==> src/oce_pkg.sv <==
// shared constants and carrier types of the output condition evaluator
package oce_pkg;

  // clock and time base
  localparam int unsigned OCE_CLK_PERIOD_NS = 40;
  localparam int unsigned OCE_NS_PER_MS = 1000000;
  localparam int unsigned OCE_CYC_PER_MS = OCE_NS_PER_MS / OCE_CLK_PERIOD_NS;
  localparam int unsigned OCE_TIME_MS_W = 14;
  localparam int unsigned OCE_PRE_W = 24;

  // data operand geometry: characters are hex nibbles
  localparam int unsigned OCE_MAX_CHARS = 32;
  localparam int unsigned OCE_LEN_W = 6;
  localparam int unsigned OCE_PAT_WORDS = OCE_MAX_CHARS / 8;
  localparam int unsigned OCE_COUNT_W = 10;
  localparam int unsigned OCE_ERR_MAX = 6;

  // register map, byte addresses
  localparam logic [7:0] OCE_REG_CTRL = 8'h00;
  localparam logic [7:0] OCE_REG_TIME = 8'h04;
  localparam logic [7:0] OCE_REG_COND_A = 8'h08;
  localparam logic [7:0] OCE_REG_COND_B = 8'h0c;
  localparam logic [7:0] OCE_REG_ERR_LO = 8'h10;
  localparam logic [7:0] OCE_REG_ERR_HI = 8'h14;
  localparam logic [7:0] OCE_REG_STATUS = 8'h18;
  localparam logic [3:0] OCE_PAGE_PAT_A = 4'h2;
  localparam logic [7:0] OCE_REG_WILD_A = 8'h30;
  localparam logic [3:0] OCE_PAGE_PAT_B = 4'h4;
  localparam logic [7:0] OCE_REG_WILD_B = 8'h50;

  // output timing selector codes
  localparam logic [7:0] OCE_TIMING_NORMAL = 8'h31;
  localparam logic [7:0] OCE_TIMING_ERROR = 8'h32;

  // field positions inside ERR_HI
  localparam int unsigned OCE_ERR_CNT_LSB = 16;

  // comparison operators
  typedef enum logic [1:0] {
    OCE_OP_EQ,
    OCE_OP_NE,
    OCE_OP_GE,
    OCE_OP_LE
  } oce_op_t;

  // bit 10 or_sel, 9 en_b, 8 en_a, 7:0 timing code
  typedef struct packed {
    logic or_sel;
    logic en_b;
    logic en_a;
    logic [7:0] timing;
  } oce_ctrl_t;

  // bits 18:9 const, 8:3 length, 2:1 op, 0 operand select (1 = tag count)
  typedef struct packed {
    logic [OCE_COUNT_W-1:0] konst;
    logic [OCE_LEN_W-1:0] len;
    oce_op_t op;
    logic sel_count;
  } oce_cond_t;

  // completion report of one executed command
  typedef struct packed {
    logic done;
    logic error;
    logic [7:0] err_code;
    logic [OCE_COUNT_W-1:0] tag_count;
    logic [OCE_LEN_W-1:0] len;
  } oce_cmd_t;

  localparam oce_ctrl_t OCE_CTRL_RST = '0;
  localparam oce_cond_t OCE_COND_RST = '0;
  localparam logic [OCE_TIME_MS_W-1:0] OCE_TIME_RST = '0;

endpackage : oce_pkg

==> src/oce_cond_eval.sv <==
// one condition: data pattern match or tag count comparison
`timescale 1ns/100ps
module oce_cond_eval import oce_pkg::*; #(
  parameter int unsigned MAXC = OCE_MAX_CHARS
) (
  input wire logic clk_sys_i,
  input wire logic resetn_i,
  input wire oce_cond_t cfg_i,
  input wire logic [4*MAXC-1:0] pat_i,
  input wire logic [MAXC-1:0] wild_i,
  input wire logic [4*MAXC-1:0] data_i,
  input wire logic [MAXC-1:0] comma_i,
  input wire logic [OCE_LEN_W-1:0] len_i,
  input wire logic [OCE_COUNT_W-1:0] count_i,
  output logic result_o
);

  logic [MAXC-1:0] char_ok;
  logic data_eq;
  logic data_res;
  logic count_res;

  // per character: beyond length, wildcard, or equal nibble
  // a comma position only passes through the wildcard
  for (genvar i = 0; i < MAXC; i++) begin : g_char
    assign char_ok[i] = (i >= int'(len_i)) || wild_i[i] ||
      (!comma_i[i] && (pat_i[4*i +: 4] == data_i[4*i +: 4]));
  end

  assign data_eq = (cfg_i.len == len_i) && (&char_ok);
  // data supports only equality and inequality
  assign data_res = (cfg_i.op == OCE_OP_EQ) ? data_eq :
                    (cfg_i.op == OCE_OP_NE) ? !data_eq : 1'b0;
  assign count_res = (cfg_i.op == OCE_OP_EQ) ? (count_i == cfg_i.konst) :
                     (cfg_i.op == OCE_OP_NE) ? (count_i != cfg_i.konst) :
                     (cfg_i.op == OCE_OP_GE) ? (count_i >= cfg_i.konst) :
                     (count_i <= cfg_i.konst);
  assign result_o = cfg_i.sel_count ? count_res : data_res;
endmodule : oce_cond_eval

==> src/oce_output_eval.sv <==
// programmable output port driven by end-of-command condition evaluation
//
// Functional notes
// - normal mode operand is read data or tag count, chosen per condition
// - read data supports only equal and not-equal
// - tag count supports equal, not-equal, at least, at most
// - pattern and read data of unequal length never match
// - full tag info data: comma positions need wildcard positions
// - two conditions combine by AND or OR to decide the output
// - normal mode with no condition asserts after every normal end
// - error mode data operand is the first two error code characters
// - error mode: equal means code in list, not-equal means absent
// - error mode with no condition asserts after every error end
// - timing code 31 selects normal mode, 32 selects error mode
// - output holds the set time in ms; zero holds to next evaluation
`timescale 1ns/100ps
module oce_output_eval import oce_pkg::*; #(
  parameter int unsigned CYC_PER_MS = OCE_CYC_PER_MS
) (
  input wire logic clk_sys_i,
  input wire logic resetn_i,
  input wire logic [7:0] addr_i,
  input wire logic [31:0] wdata_i,
  input wire logic wr_i,
  input wire logic rd_i,
  output logic [31:0] rdata_o,
  input wire oce_cmd_t cmd_i,
  input wire logic [4*OCE_MAX_CHARS-1:0] rd_data_i,
  input wire logic [OCE_MAX_CHARS-1:0] rd_comma_i,
  output logic out_port_o
);

  localparam logic [OCE_PRE_W-1:0] PRE_LAST = OCE_PRE_W'(CYC_PER_MS - 1);

  oce_ctrl_t ctrl;
  logic [OCE_TIME_MS_W-1:0] time_ms;
  oce_cond_t cond_a;
  oce_cond_t cond_b;
  logic [7:0] err_list [OCE_ERR_MAX];
  logic [2:0] err_cnt;
  logic [31:0] pat_a [OCE_PAT_WORDS];
  logic [31:0] pat_b [OCE_PAT_WORDS];
  logic [31:0] wild_a;
  logic [31:0] wild_b;
  logic last_result;
  logic hold_timed;
  logic [OCE_TIME_MS_W-1:0] ms_left;
  logic [OCE_PRE_W-1:0] pre;

  // address decode
  wire wr_ctrl = wr_i && addr_i == OCE_REG_CTRL;
  wire wr_time = wr_i && addr_i == OCE_REG_TIME;
  wire wr_cond_a = wr_i && addr_i == OCE_REG_COND_A;
  wire wr_cond_b = wr_i && addr_i == OCE_REG_COND_B;
  wire wr_err_lo = wr_i && addr_i == OCE_REG_ERR_LO;
  wire wr_err_hi = wr_i && addr_i == OCE_REG_ERR_HI;
  wire wr_wild_a = wr_i && addr_i == OCE_REG_WILD_A;
  wire wr_wild_b = wr_i && addr_i == OCE_REG_WILD_B;
  wire in_pat_a = addr_i[7:4] == OCE_PAGE_PAT_A;
  wire in_pat_b = addr_i[7:4] == OCE_PAGE_PAT_B;
  wire [1:0] pat_idx = addr_i[3:2];
  wire [2:0] cnt_req = wdata_i[OCE_ERR_CNT_LSB +: 3];
  // a count above six is clamped so stale slots never join the match
  wire [2:0] cnt_clamped = (cnt_req > 3'(OCE_ERR_MAX)) ?
                           3'(OCE_ERR_MAX) : cnt_req;

  // register writes
  always_ff @(posedge clk_sys_i) begin
    if (!resetn_i) begin
      ctrl <= OCE_CTRL_RST;
      time_ms <= OCE_TIME_RST;
      cond_a <= OCE_COND_RST;
      cond_b <= OCE_COND_RST;
      err_cnt <= '0;
      wild_a <= '0;
      wild_b <= '0;
    end else begin
      if (wr_ctrl) ctrl <= oce_ctrl_t'(wdata_i[10:0]);
      if (wr_time) time_ms <= wdata_i[OCE_TIME_MS_W-1:0];
      if (wr_cond_a) cond_a <= oce_cond_t'(wdata_i[18:0]);
      if (wr_cond_b) cond_b <= oce_cond_t'(wdata_i[18:0]);
      if (wr_err_hi) err_cnt <= cnt_clamped;
      if (wr_wild_a) wild_a <= wdata_i;
      if (wr_wild_b) wild_b <= wdata_i;
    end
  end

  // pattern words and error codes are data, not control; no reset needed
  always_ff @(posedge clk_sys_i) begin
    if (wr_i && in_pat_a) pat_a[pat_idx] <= wdata_i;
    if (wr_i && in_pat_b) pat_b[pat_idx] <= wdata_i;
    if (wr_err_lo) begin
      for (int k = 0; k < 4; k++) err_list[k] <= wdata_i[8*k +: 8];
    end
    if (wr_err_hi) begin
      err_list[4] <= wdata_i[7:0];
      err_list[5] <= wdata_i[15:8];
    end
  end

  // condition evaluators
  wire [4*OCE_MAX_CHARS-1:0] pat_a_flat = {pat_a[3], pat_a[2], pat_a[1],
                                           pat_a[0]};
  wire [4*OCE_MAX_CHARS-1:0] pat_b_flat = {pat_b[3], pat_b[2], pat_b[1],
                                           pat_b[0]};
  logic res_a;
  logic res_b;

  oce_cond_eval #(.MAXC(OCE_MAX_CHARS)) u_cond_a (
    .clk_sys_i(clk_sys_i),
    .resetn_i(resetn_i),
    .cfg_i(cond_a),
    .pat_i(pat_a_flat),
    .wild_i(wild_a),
    .data_i(rd_data_i),
    .comma_i(rd_comma_i),
    .len_i(cmd_i.len),
    .count_i(cmd_i.tag_count),
    .result_o(res_a)
  );

  oce_cond_eval #(.MAXC(OCE_MAX_CHARS)) u_cond_b (
    .clk_sys_i(clk_sys_i),
    .resetn_i(resetn_i),
    .cfg_i(cond_b),
    .pat_i(pat_b_flat),
    .wild_i(wild_b),
    .data_i(rd_data_i),
    .comma_i(rd_comma_i),
    .len_i(cmd_i.len),
    .count_i(cmd_i.tag_count),
    .result_o(res_b)
  );

  // mode selection and evaluation events
  wire mode_normal = ctrl.timing == OCE_TIMING_NORMAL;
  wire mode_error = ctrl.timing == OCE_TIMING_ERROR;
  wire ev_normal = cmd_i.done && !cmd_i.error && mode_normal;
  wire ev_error = cmd_i.done && cmd_i.error && mode_error;
  wire ev_any = ev_normal || ev_error;

  // normal end result; no condition means unconditional
  wire comb_ab = ctrl.or_sel ? (res_a || res_b) : (res_a && res_b);
  wire normal_res = !ctrl.en_a ? 1'b1 :
                    !ctrl.en_b ? res_a : comb_ab;

  // error end result: prefix looked up in the code list
  logic [OCE_ERR_MAX-1:0] err_hit;
  for (genvar j = 0; j < OCE_ERR_MAX; j++) begin : g_err
    assign err_hit[j] = (3'(j) < err_cnt) &&
                        (err_list[j] == cmd_i.err_code);
  end
  wire err_match = |err_hit;
  // the operand select of condition A is ignored here: no tag count
  wire error_cmp = (cond_a.op == OCE_OP_EQ) ? err_match :
                   (cond_a.op == OCE_OP_NE) ? !err_match : 1'b0;
  wire error_res = !ctrl.en_a ? 1'b1 : error_cmp;
  wire eval_res = ev_normal ? normal_res : error_res;

  // hold timer: ms prescaler plus ms down counter
  // the prescaler restarts on a load and at each ms tick, so a pulse lasts whole
  // milliseconds counted from the evaluation edge
  wire ms_tick = pre == PRE_LAST;
  wire expire = out_port_o && hold_timed && ms_tick &&
                ms_left == OCE_TIME_MS_W'(1);
  wire mode_off = !mode_normal && !mode_error;
  wire next_out = ev_any ? eval_res :
                  (mode_off || expire) ? 1'b0 : out_port_o;
  wire load = ev_any && eval_res;
  wire [OCE_PRE_W-1:0] next_pre = (load || ms_tick) ? '0 : pre + 1'b1;
  wire [OCE_TIME_MS_W-1:0] next_ms = load ? time_ms :
    (ms_tick && ms_left != '0) ? ms_left - 1'b1 : ms_left;

  // output and timer state
  always_ff @(posedge clk_sys_i) begin
    if (!resetn_i) begin
      out_port_o <= 1'b0;
      last_result <= 1'b0;
      hold_timed <= 1'b0;
      ms_left <= '0;
      pre <= '0;
    end else begin
      out_port_o <= next_out;
      pre <= next_pre;
      ms_left <= next_ms;
      if (ev_any) last_result <= eval_res;
      if (load) hold_timed <= time_ms != '0;
    end
  end

  // read data mux; unmapped addresses read zero
  // status: [29:16] ms remaining, [1] last result, [0] port level
  wire [31:0] status_word = {2'b00, ms_left, 14'h0000, last_result,
                            out_port_o};
  wire [31:0] rd_mux =
    (addr_i == OCE_REG_CTRL) ? {21'h0, ctrl} :
    (addr_i == OCE_REG_TIME) ? {18'h0, time_ms} :
    (addr_i == OCE_REG_COND_A) ? {13'h0, cond_a} :
    (addr_i == OCE_REG_COND_B) ? {13'h0, cond_b} :
    (addr_i == OCE_REG_ERR_LO) ?
      {err_list[3], err_list[2], err_list[1], err_list[0]} :
    (addr_i == OCE_REG_ERR_HI) ?
      {13'h0, err_cnt, err_list[5], err_list[4]} :
    (addr_i == OCE_REG_STATUS) ? status_word :
    (addr_i == OCE_REG_WILD_A) ? wild_a :
    (addr_i == OCE_REG_WILD_B) ? wild_b :
    in_pat_a ? pat_a[pat_idx] :
    in_pat_b ? pat_b[pat_idx] : 32'h0000_0000;

  // read data stands only in the cycle after the strobe
  always_ff @(posedge clk_sys_i) begin
    if (!resetn_i) rdata_o <= '0;
    else rdata_o <= rd_i ? rd_mux : '0;
  end
endmodule : oce_output_eval

==> config.mk <==
export PLATFORM = sky130hd
export DESIGN_NAME = oce_output_eval
export DESIGN_NICKNAME = d
export VERILOG_FILES = /design/src/oce_pkg.sv /design/src/oce_cond_eval.sv /design/src/oce_output_eval.sv
export SDC_FILE = /design/constraint.sdc
export NUM_CORES = 1
export LEC_CHECK = 0
export BUFFER_PORTS_ARGS = -buffer_cell sky130_fd_sc_hd__buf_2
export CORE_ASPECT_RATIO = 1.5
export CORE_MARGIN = 5
export CORE_UTILIZATION = 45
export DETAILED_ROUTE_END_ITERATION = 8
export PLACE_DENSITY = 0.66
export SLEW_MARGIN = 40
export SYNTH_ARGS = -nofsm -noshare
export SYNTH_HDL_FRONTEND = slang
export SYNTH_SLANG_ARGS = --single-unit
==> constraint.sdc <==
create_clock -name clk_sys_i -period 5.2 [get_ports clk_sys_i]
set_input_delay 1.04 -clock clk_sys_i [delete_from_list [all_inputs] [get_ports clk_sys_i]]
set_output_delay 1.04 -clock clk_sys_i [all_outputs]
set_load 0.02 [all_outputs]
# Word level (Yosys, flattened, before mapping)
# Memory sizes are Yosys's and may differ from the RTL's.
# Cells that the tools add are included.
[op_classes]
n_addsub = 2
n_reduce_logical = 280
magnitude_cmp = 43
eq_ne = 94
bitwise_logic = 2
muxes = 49
[ops]
columns = ["cell", "count"]
rows = [
  ["$eq A4 B4 Y1", 64],
  ["$mux W32", 7],
  ["$logic_or A1 B1 Y1", 132],
  ["$ge A5 B6 Y1 const A", 16],
  ["$logic_and A1 B1 Y1", 93],
  ["$reduce_and A32 Y1", 2],
  ["$eq A8 B8 Y1", 6],
  ["$ge A4 B6 Y1 const A", 8],
  ["$mux W14", 3],
  ["$logic_not A1 Y1", 38],
  ["$mux W19", 2],
  ["$mux W1", 31],
  ["$reduce_bool A14 Y1", 2],
  ["$add A24 B1 Y24 const B", 1],
  ["$eq A24 B15 Y1 const B", 1],
  ["$eq A8 B5 Y1 const B", 3],
  ["$eq A8 B6 Y1 const B", 3],
  ["$ge A3 B6 Y1 const A", 4],
  ["$eq A10 B10 Y1", 2],
  ["$ge A10 B10 Y1", 2],
  ["$le A10 B10 Y1", 2],
  ["$ne A10 B10 Y1", 2],
  ["$eq A8 B4 Y1 const B", 2],
  ["$mux W8", 2],
  ["27 further kinds", 42],
]
[word_totals]
out_inout_bits = 33
mem_count = 3
reg_bits = 203
wordCells = 498
mem_bits_rw = 304
[mem_list]
columns = ["name", "depth", "width", "read_ports", "rd_ports_with_merged_regs", "write_ports", "line", "rtl"]
rows = [
  ["pat_a", 4, 32, 5, 0, 1, "oce_output_eval.sv:41", "logic [31:0] pat_a [OCE_PAT_WORDS];"],
  ["pat_b", 4, 32, 5, 0, 1, "oce_output_eval.sv:42", "logic [31:0] pat_b [OCE_PAT_WORDS];"],
  ["err_list", 6, 8, 6, 0, 4, "oce_output_eval.sv:39", "logic [7:0] err_list [OCE_ERR_MAX];"],
]

# Longest topological paths before layout
# An unclocked memory read counts as a cell.
[depth]
word_depth = 18
depth_mapped = 14
mapped_depth_nobuf = 13

# Modules after synthesis
# From an unflattened synthesis, not the netlist that was laid out.
[hier_totals]
hier_cells = 2322
area_unflattened_um2 = 25310.5
[modules_own_cells]
columns = ["mod", "n_inst", "area_each_um2", "cells_each"]
rows = [
  ["oce_output_eval", 1, 20495.9, 1656],
  ["oce_cond_eval", 2, 2407.3, 333],
]

# Worst setup path before layout
# No wires, ideal clock.
[synth_path]
kind = "input-to-reg"
from = "input port addr_i[2]"
to = "memory pat_a[0][0] (enable)"
setup_slack_ns = 0.264
cell_stages = 5
setup_time_ns = 0.461
t_arrival_ns = 4.475
path_buffers = 4
path_cell_list = "clkbuf_1 -> buf_1 -> clkbuf_1 -> clkbuf_1 -> nor3_1"
[synth_rtl]
columns = ["item", "line", "rtl"]
rows = [
  ["start, declared", "oce_output_eval.sv:22", "input wire logic [7:0] addr_i,"],
  ["end, declared", "oce_output_eval.sv:41", ""],
]
# No word-level cell before the write port.

# Final worst setup path
[layout_path]
from = "input port rd_data_i[34]"
to = "register ms_left[11]"
[layout_via]
elab_chain_cells = 16
elab_cells_between_ends = 27
[layout_rtl]
columns = ["item", "line", "rtl"]
rows = [
  ["start, declared", "oce_output_eval.sv:28", "input wire logic [4*OCE_MAX_CHARS-1:0] rd_data_i,"],
  ["$eq A4 B4 Y1", "oce_cond_eval.sv:27", "(!comma_i[i] && (pat_i[4*i +: 4] == data_i[4*i +: 4]));"],
  ["$logic_and A1 B1 Y1", "oce_cond_eval.sv:27", ""],
  ["$logic_or A1 B1 Y1", "oce_cond_eval.sv:26", "assign char_ok[i] = (i >= int'(len_i)) || wild_i[i] ||"],
  ["$reduce_and A32 Y1", "oce_cond_eval.sv:30", "assign data_eq = (cfg_i.len == len_i) && (&char_ok);"],
  ["$logic_and A1 B1 Y1", "oce_cond_eval.sv:30", ""],
  ["$logic_not A1 Y1", "oce_cond_eval.sv:33", "(cfg_i.op == OCE_OP_NE) ? !data_eq : 1'b0;"],
  ["$mux W1", "oce_cond_eval.sv:33", ""],
  ["$mux W1", "oce_cond_eval.sv:32", "assign data_res = (cfg_i.op == OCE_OP_EQ) ? data_eq :"],
  ["$mux W1", "oce_cond_eval.sv:38", "assign result_o = cfg_i.sel_count ? count_res : data_res;"],
  ["$logic_and A1 B1 Y1 or $logic_or A1 B1 Y1 (tied branches)", "oce_output_eval.sv:143", "wire comb_ab = ctrl.or_sel ? (res_a || res_b) : (res_a && res_b);"],
  ["$mux W1", "oce_output_eval.sv:143", ""],
  ["$mux W1 *", "oce_output_eval.sv:145", "!ctrl.en_b ? res_a : comb_ab;"],
  ["$mux W1 *", "oce_output_eval.sv:144", "wire normal_res = !ctrl.en_a ? 1'b1 :"],
  ["$mux W1 *", "oce_output_eval.sv:158", "wire eval_res = ev_normal ? normal_res : error_res;"],
  ["$logic_and A1 B1 Y1 *", "oce_output_eval.sv:169", "wire load = ev_any && eval_res;"],
  ["$mux W14 or $reduce_bool A2 Y1 (tied branches)", "--", ""],
  ["end signal, assigned", "oce_output_eval.sv:185", "ms_left <= next_ms;"],
  ["end, declared", "oce_output_eval.sv:47", "logic [OCE_TIME_MS_W-1:0] ms_left;"],
]
# Mark *: on every way between the ends. The rest lies on a longest branch, timed or not.
# A chain may end at the register's enable or synchronous reset.

==> metrics.md <==
| Metric | Value |
|---|---|
| Sequential share of power | 49.3% |
| Seq/Total Area, Yosys | 53.7% |
| Total core area | 54400 sq um |
| Die Wd | 201 um |
| CP dominant cell by count | nor4_2 |
| Slew headroom | 40.9% |
| Initial Util | 45.2% |
| CP cell instances | buf_2, xor2_1, nor3_1, a211oi_1, nor4_2, nand4_1, nor4_2, xnor2_1, or4b_4, a311oi_2, o21a_2, o2bb2ai_1 |
| H-tree depth | 2 |
| Slowest stage delay, CP | 0.56 ns |
| Seq cells post-synth | 507 |
| Initial antenna violation count | 7 |
| Clock Sinks | 507 |
| Via-per-instance ratio | 6.11 |
| Largest area contributor in the netlist | edfxtp_1 |
| Slew Limit Fails | 0 |
| DP Cell Count | 3111 |
| Final setup vio count | 0 |
| Fin crit share | 79.5% |
| Failing checks | DRC |
| Die area | 59500 sq um |
| Antenna Nets Post-Route | 0 |
| Comb pwr share | 7.9% |
| Fmax achieved | 242 MHz |
| Register area | 13200 sq um |
| GRT Total Usage | 29.9% |
| First-pass GRT wire length | 132000 um |
| Post-synth EDFFs | 304 |
| Worst EP required | 5.73 ns |
| Top FF cell, synth | edfxtp_1 |
| Largest net degree at the start of global routing | 79 |
| Syn nets | 2468 |
| Drt wl/cell | 28.7 um |
| Synth Warn # | 0 |
| Leakage | 9.50 nW |
| Layout Cells excl Fill | 3209 |
| Standard-cell rows | 105 |
| # DRC | 4 |
| IO Pins | 263 |
| Post-CTS Setup Repair Bufs | 0 |
| CTS Buffer Depth | 3 |
| CP max-delay cell | nor3_1 |
| CTS buffer count | 50 |
| Asr flop ratio synth | 0% |
| Worst Path Max Fanout | 14 |
| Final Hold Viols | 0 |
| Cell Int Power | 6.62 mW |
| Multi-input gate area | 10900 sq um |
| Post-Syn Area per Cell | 11.1 sq um |
| CP endpoint kind | register |
| Startpoint Class | input pin |
| DP Worst Slack | 0.507 ns |
| Synth cell types | 70 |
| Mapped Cells | 2215 |
| Area growth from synthesis to layout | 15.8% |
| Fin crit period | 4.13 ns |
| Vias | 19600 |
| Number of port buffers | 262 |
| Top post-synthesis cells by area | edfxtp_1 37%, dfxtp_1 17%, xnor2_1 7.2% |
| Class of the most critical setup path | input pin to register |
| Cell area power density | 305 nW/um^2 |
| Sw frac | 23.8% |
| Worst vdd ir | 0.328 mV |
| Fill count | 4812 |
| Worst hold-check path type | register to register |
| Synthesized area | 24600 sq um |
| Setup Skew | 0.0127 ns |
| Sw Pwr | 2.07 mW |
| Resize count post-CTS | 0 |
| CTS tree | built |
| DR pass1 iterations | 9 |
| Setup slack after layout | 1.07 ns |
| Measured slew at the worst slew-check pin | 0.886 ns |
| Vias in the first global route | 19700 |
| CTS clk-pin slew, worst paths | 0.06 ns |
| CP arrival | 4.67 ns |
| Total grt overflow | 0 |
| RD Place Congestion | 1.02 |
| Hold_buf cts | 0 |
| RSZ-0062 raised after global routing | no |
| Post-DP HPWL | 69100 um |
| Die height | 296 um |
| Clock root buffer master | clkbuf_16 |
| Synth top area share | 37.1% |
| Count of maximum capacitance violations | 0 |
| Total negative slack | 0 ns |
| Status | finished, violations left |
| Skew-Pair Late Insertion Delay | 0.61 ns |
| Layout cells sized above 1 | 20.3% |
| Final hold slack | 0.456 ns |
| Nets | 2721 |
| Clock power frac | 42.8% |
| WL final | 92200 um |
| Initial DRC count | 2255 |
==> synthesized netlist by cell type (20+ instances only) <==
cell type  count
a211oi_1      22
a21oi_1      172
a22oi_1       97
a31oi_1       36
clkbuf_1      91
dfxtp_1      203
edfxtp_1     304
ha_1          23
inv_1         44
mux4_2        64
nand2_1      325
nand3_1       62
nand4_1       34
nor2_1        89
nor2_2        20
nor3_1        88
xnor2_1      203
xor2_1       142
==> critical path, delay by kind of cell <==
kind / cells / cell delay, ns
buffers and inverters: 1 / 0.12
AO/OA/AOI/OAI: 4 / 1.10
AND/OR/NAND/NOR: 5 / 2.10
XOR/XNOR: 2 / 0.31
==> layer usage <==
metal / vias to the layer above / wire (um) / GRT usage, %
met1: 9611 / 33000 / 35.2
met3: 272 / 7050 / 5.11
met2: 1109 / 46300 / 52.7
met4: 4 / 5830 / 15.6
met5: - / 27 / 0
li1: 8624 / - / -
==> cells in the final DEF (no fill, tap or decap), types with 6 or more instances in the layout <==
cell,n
mux2i_1,9
dfxtp_1,203
o21ai_0,18
mux4_2,64
nand4_1,34
ha_1,23
clkinv_2,11
edfxtp_1,304
or3_1,6
a21o_1,6
and3_1,7
clkbuf_16,52
nor4_1,17
nor2b_1,8
xor2_1,142
nor2_4,9
nand2_1,324
nand3_1,62
nor3_1,85
a211oi_1,22
nor2_1,78
buf_4,43
a22oi_1,97
o2bb2ai_1,14
o31ai_1,10
nor2_2,22
clkbuf_1,8
buf_2,260
xnor2_1,203
a31oi_1,36
a21oi_1,172
inv_1,44
and2_1,6
==> through the flow <==
| stage | power, mW | util, % | instance area, sq um |
|---|---|---|---|
| finish | 8.70 | 52.4 | 28500 |
| CTS | 8.72 | 52.3 | 28500 |
| floorplan | 4.70 | - | 24600 |
| global route | 8.92 | 52.4 | 28500 |
| detailed placement | 5.05 | 49.3 | 26800 |
| global placement | 5.04 | 49.3 | 26800 |
==> kinds of logic after synthesis <==
| family | Yosys count | share of synthesized area [%] |
|---|---|---|
| AND/OR/NAND/NOR | 691 | 12.9 |
| multiplexers | 73 | 6.23 |
| AO/OA/AOI/OAI | 425 | 11.3 |
| adder cells (fa/ha/maj) | 23 | 1.17 |
| buffers and inverters | 151 | 2.45 |
| flip-flops | 507 | 53.7 |
| XOR/XNOR | 345 | 12.3 |
==> power groups by stage <==
stage / Sequential (mW) / Combinational, mW / Clock, mW
3_3_place_gp: 4.37 / 0.671 / 0
4_1_cts: 4.29 / 0.681 / 3.76
3_5_place_dp: 4.37 / 0.678 / 0
2_1_floorplan: 4.37 / 0.323 / 0
5_1_grt: 4.29 / 0.721 / 3.92
6_report: 4.29 / 0.688 / 3.72
==> worst paths after layout <==
kind	start	endpoint	slack, ns	depth (start not counted)
min	pre[0]	pre[0]	0.46	1
min reg2reg	pre[0]	pre[0]	0.46	1
max reg2reg	pat_b[1][2]	ms_left[11]	1.12	11
max	rd_data_i[34]	ms_left[11]	1.07	12
==> area by class of cell <==
| class | count | share of cell area [%] |
|---|---|---|
| Inverter | 45 | 0.611 |
| Timing Repair Buffer | 307 | 5.95 |
| Clock inverter | 25 | 0.852 |
| Tap cell | 695 | 3.05 |
| Antenna cell | 5 | 0.0439 |
| Multi-Input combinational cell | 1557 | 38.2 |
| Clock buffer | 68 | 4.94 |
| Sequential cell | 507 | 46.3 |
==> state kept, by name, indices dropped and copies added (netlist names) <==
signal       cells
wild_b          32
err_cnt          3
wild_a          32
pre             24
pat_b          128
cond_a          19
cond_b          19
rdata_o         32
last_result      1
ms_left         14
time_ms         14
err_list        48
out_port_o       1
ctrl            11
pat_a          128
hold_timed       1
Power figures use the tool's default switching activity.
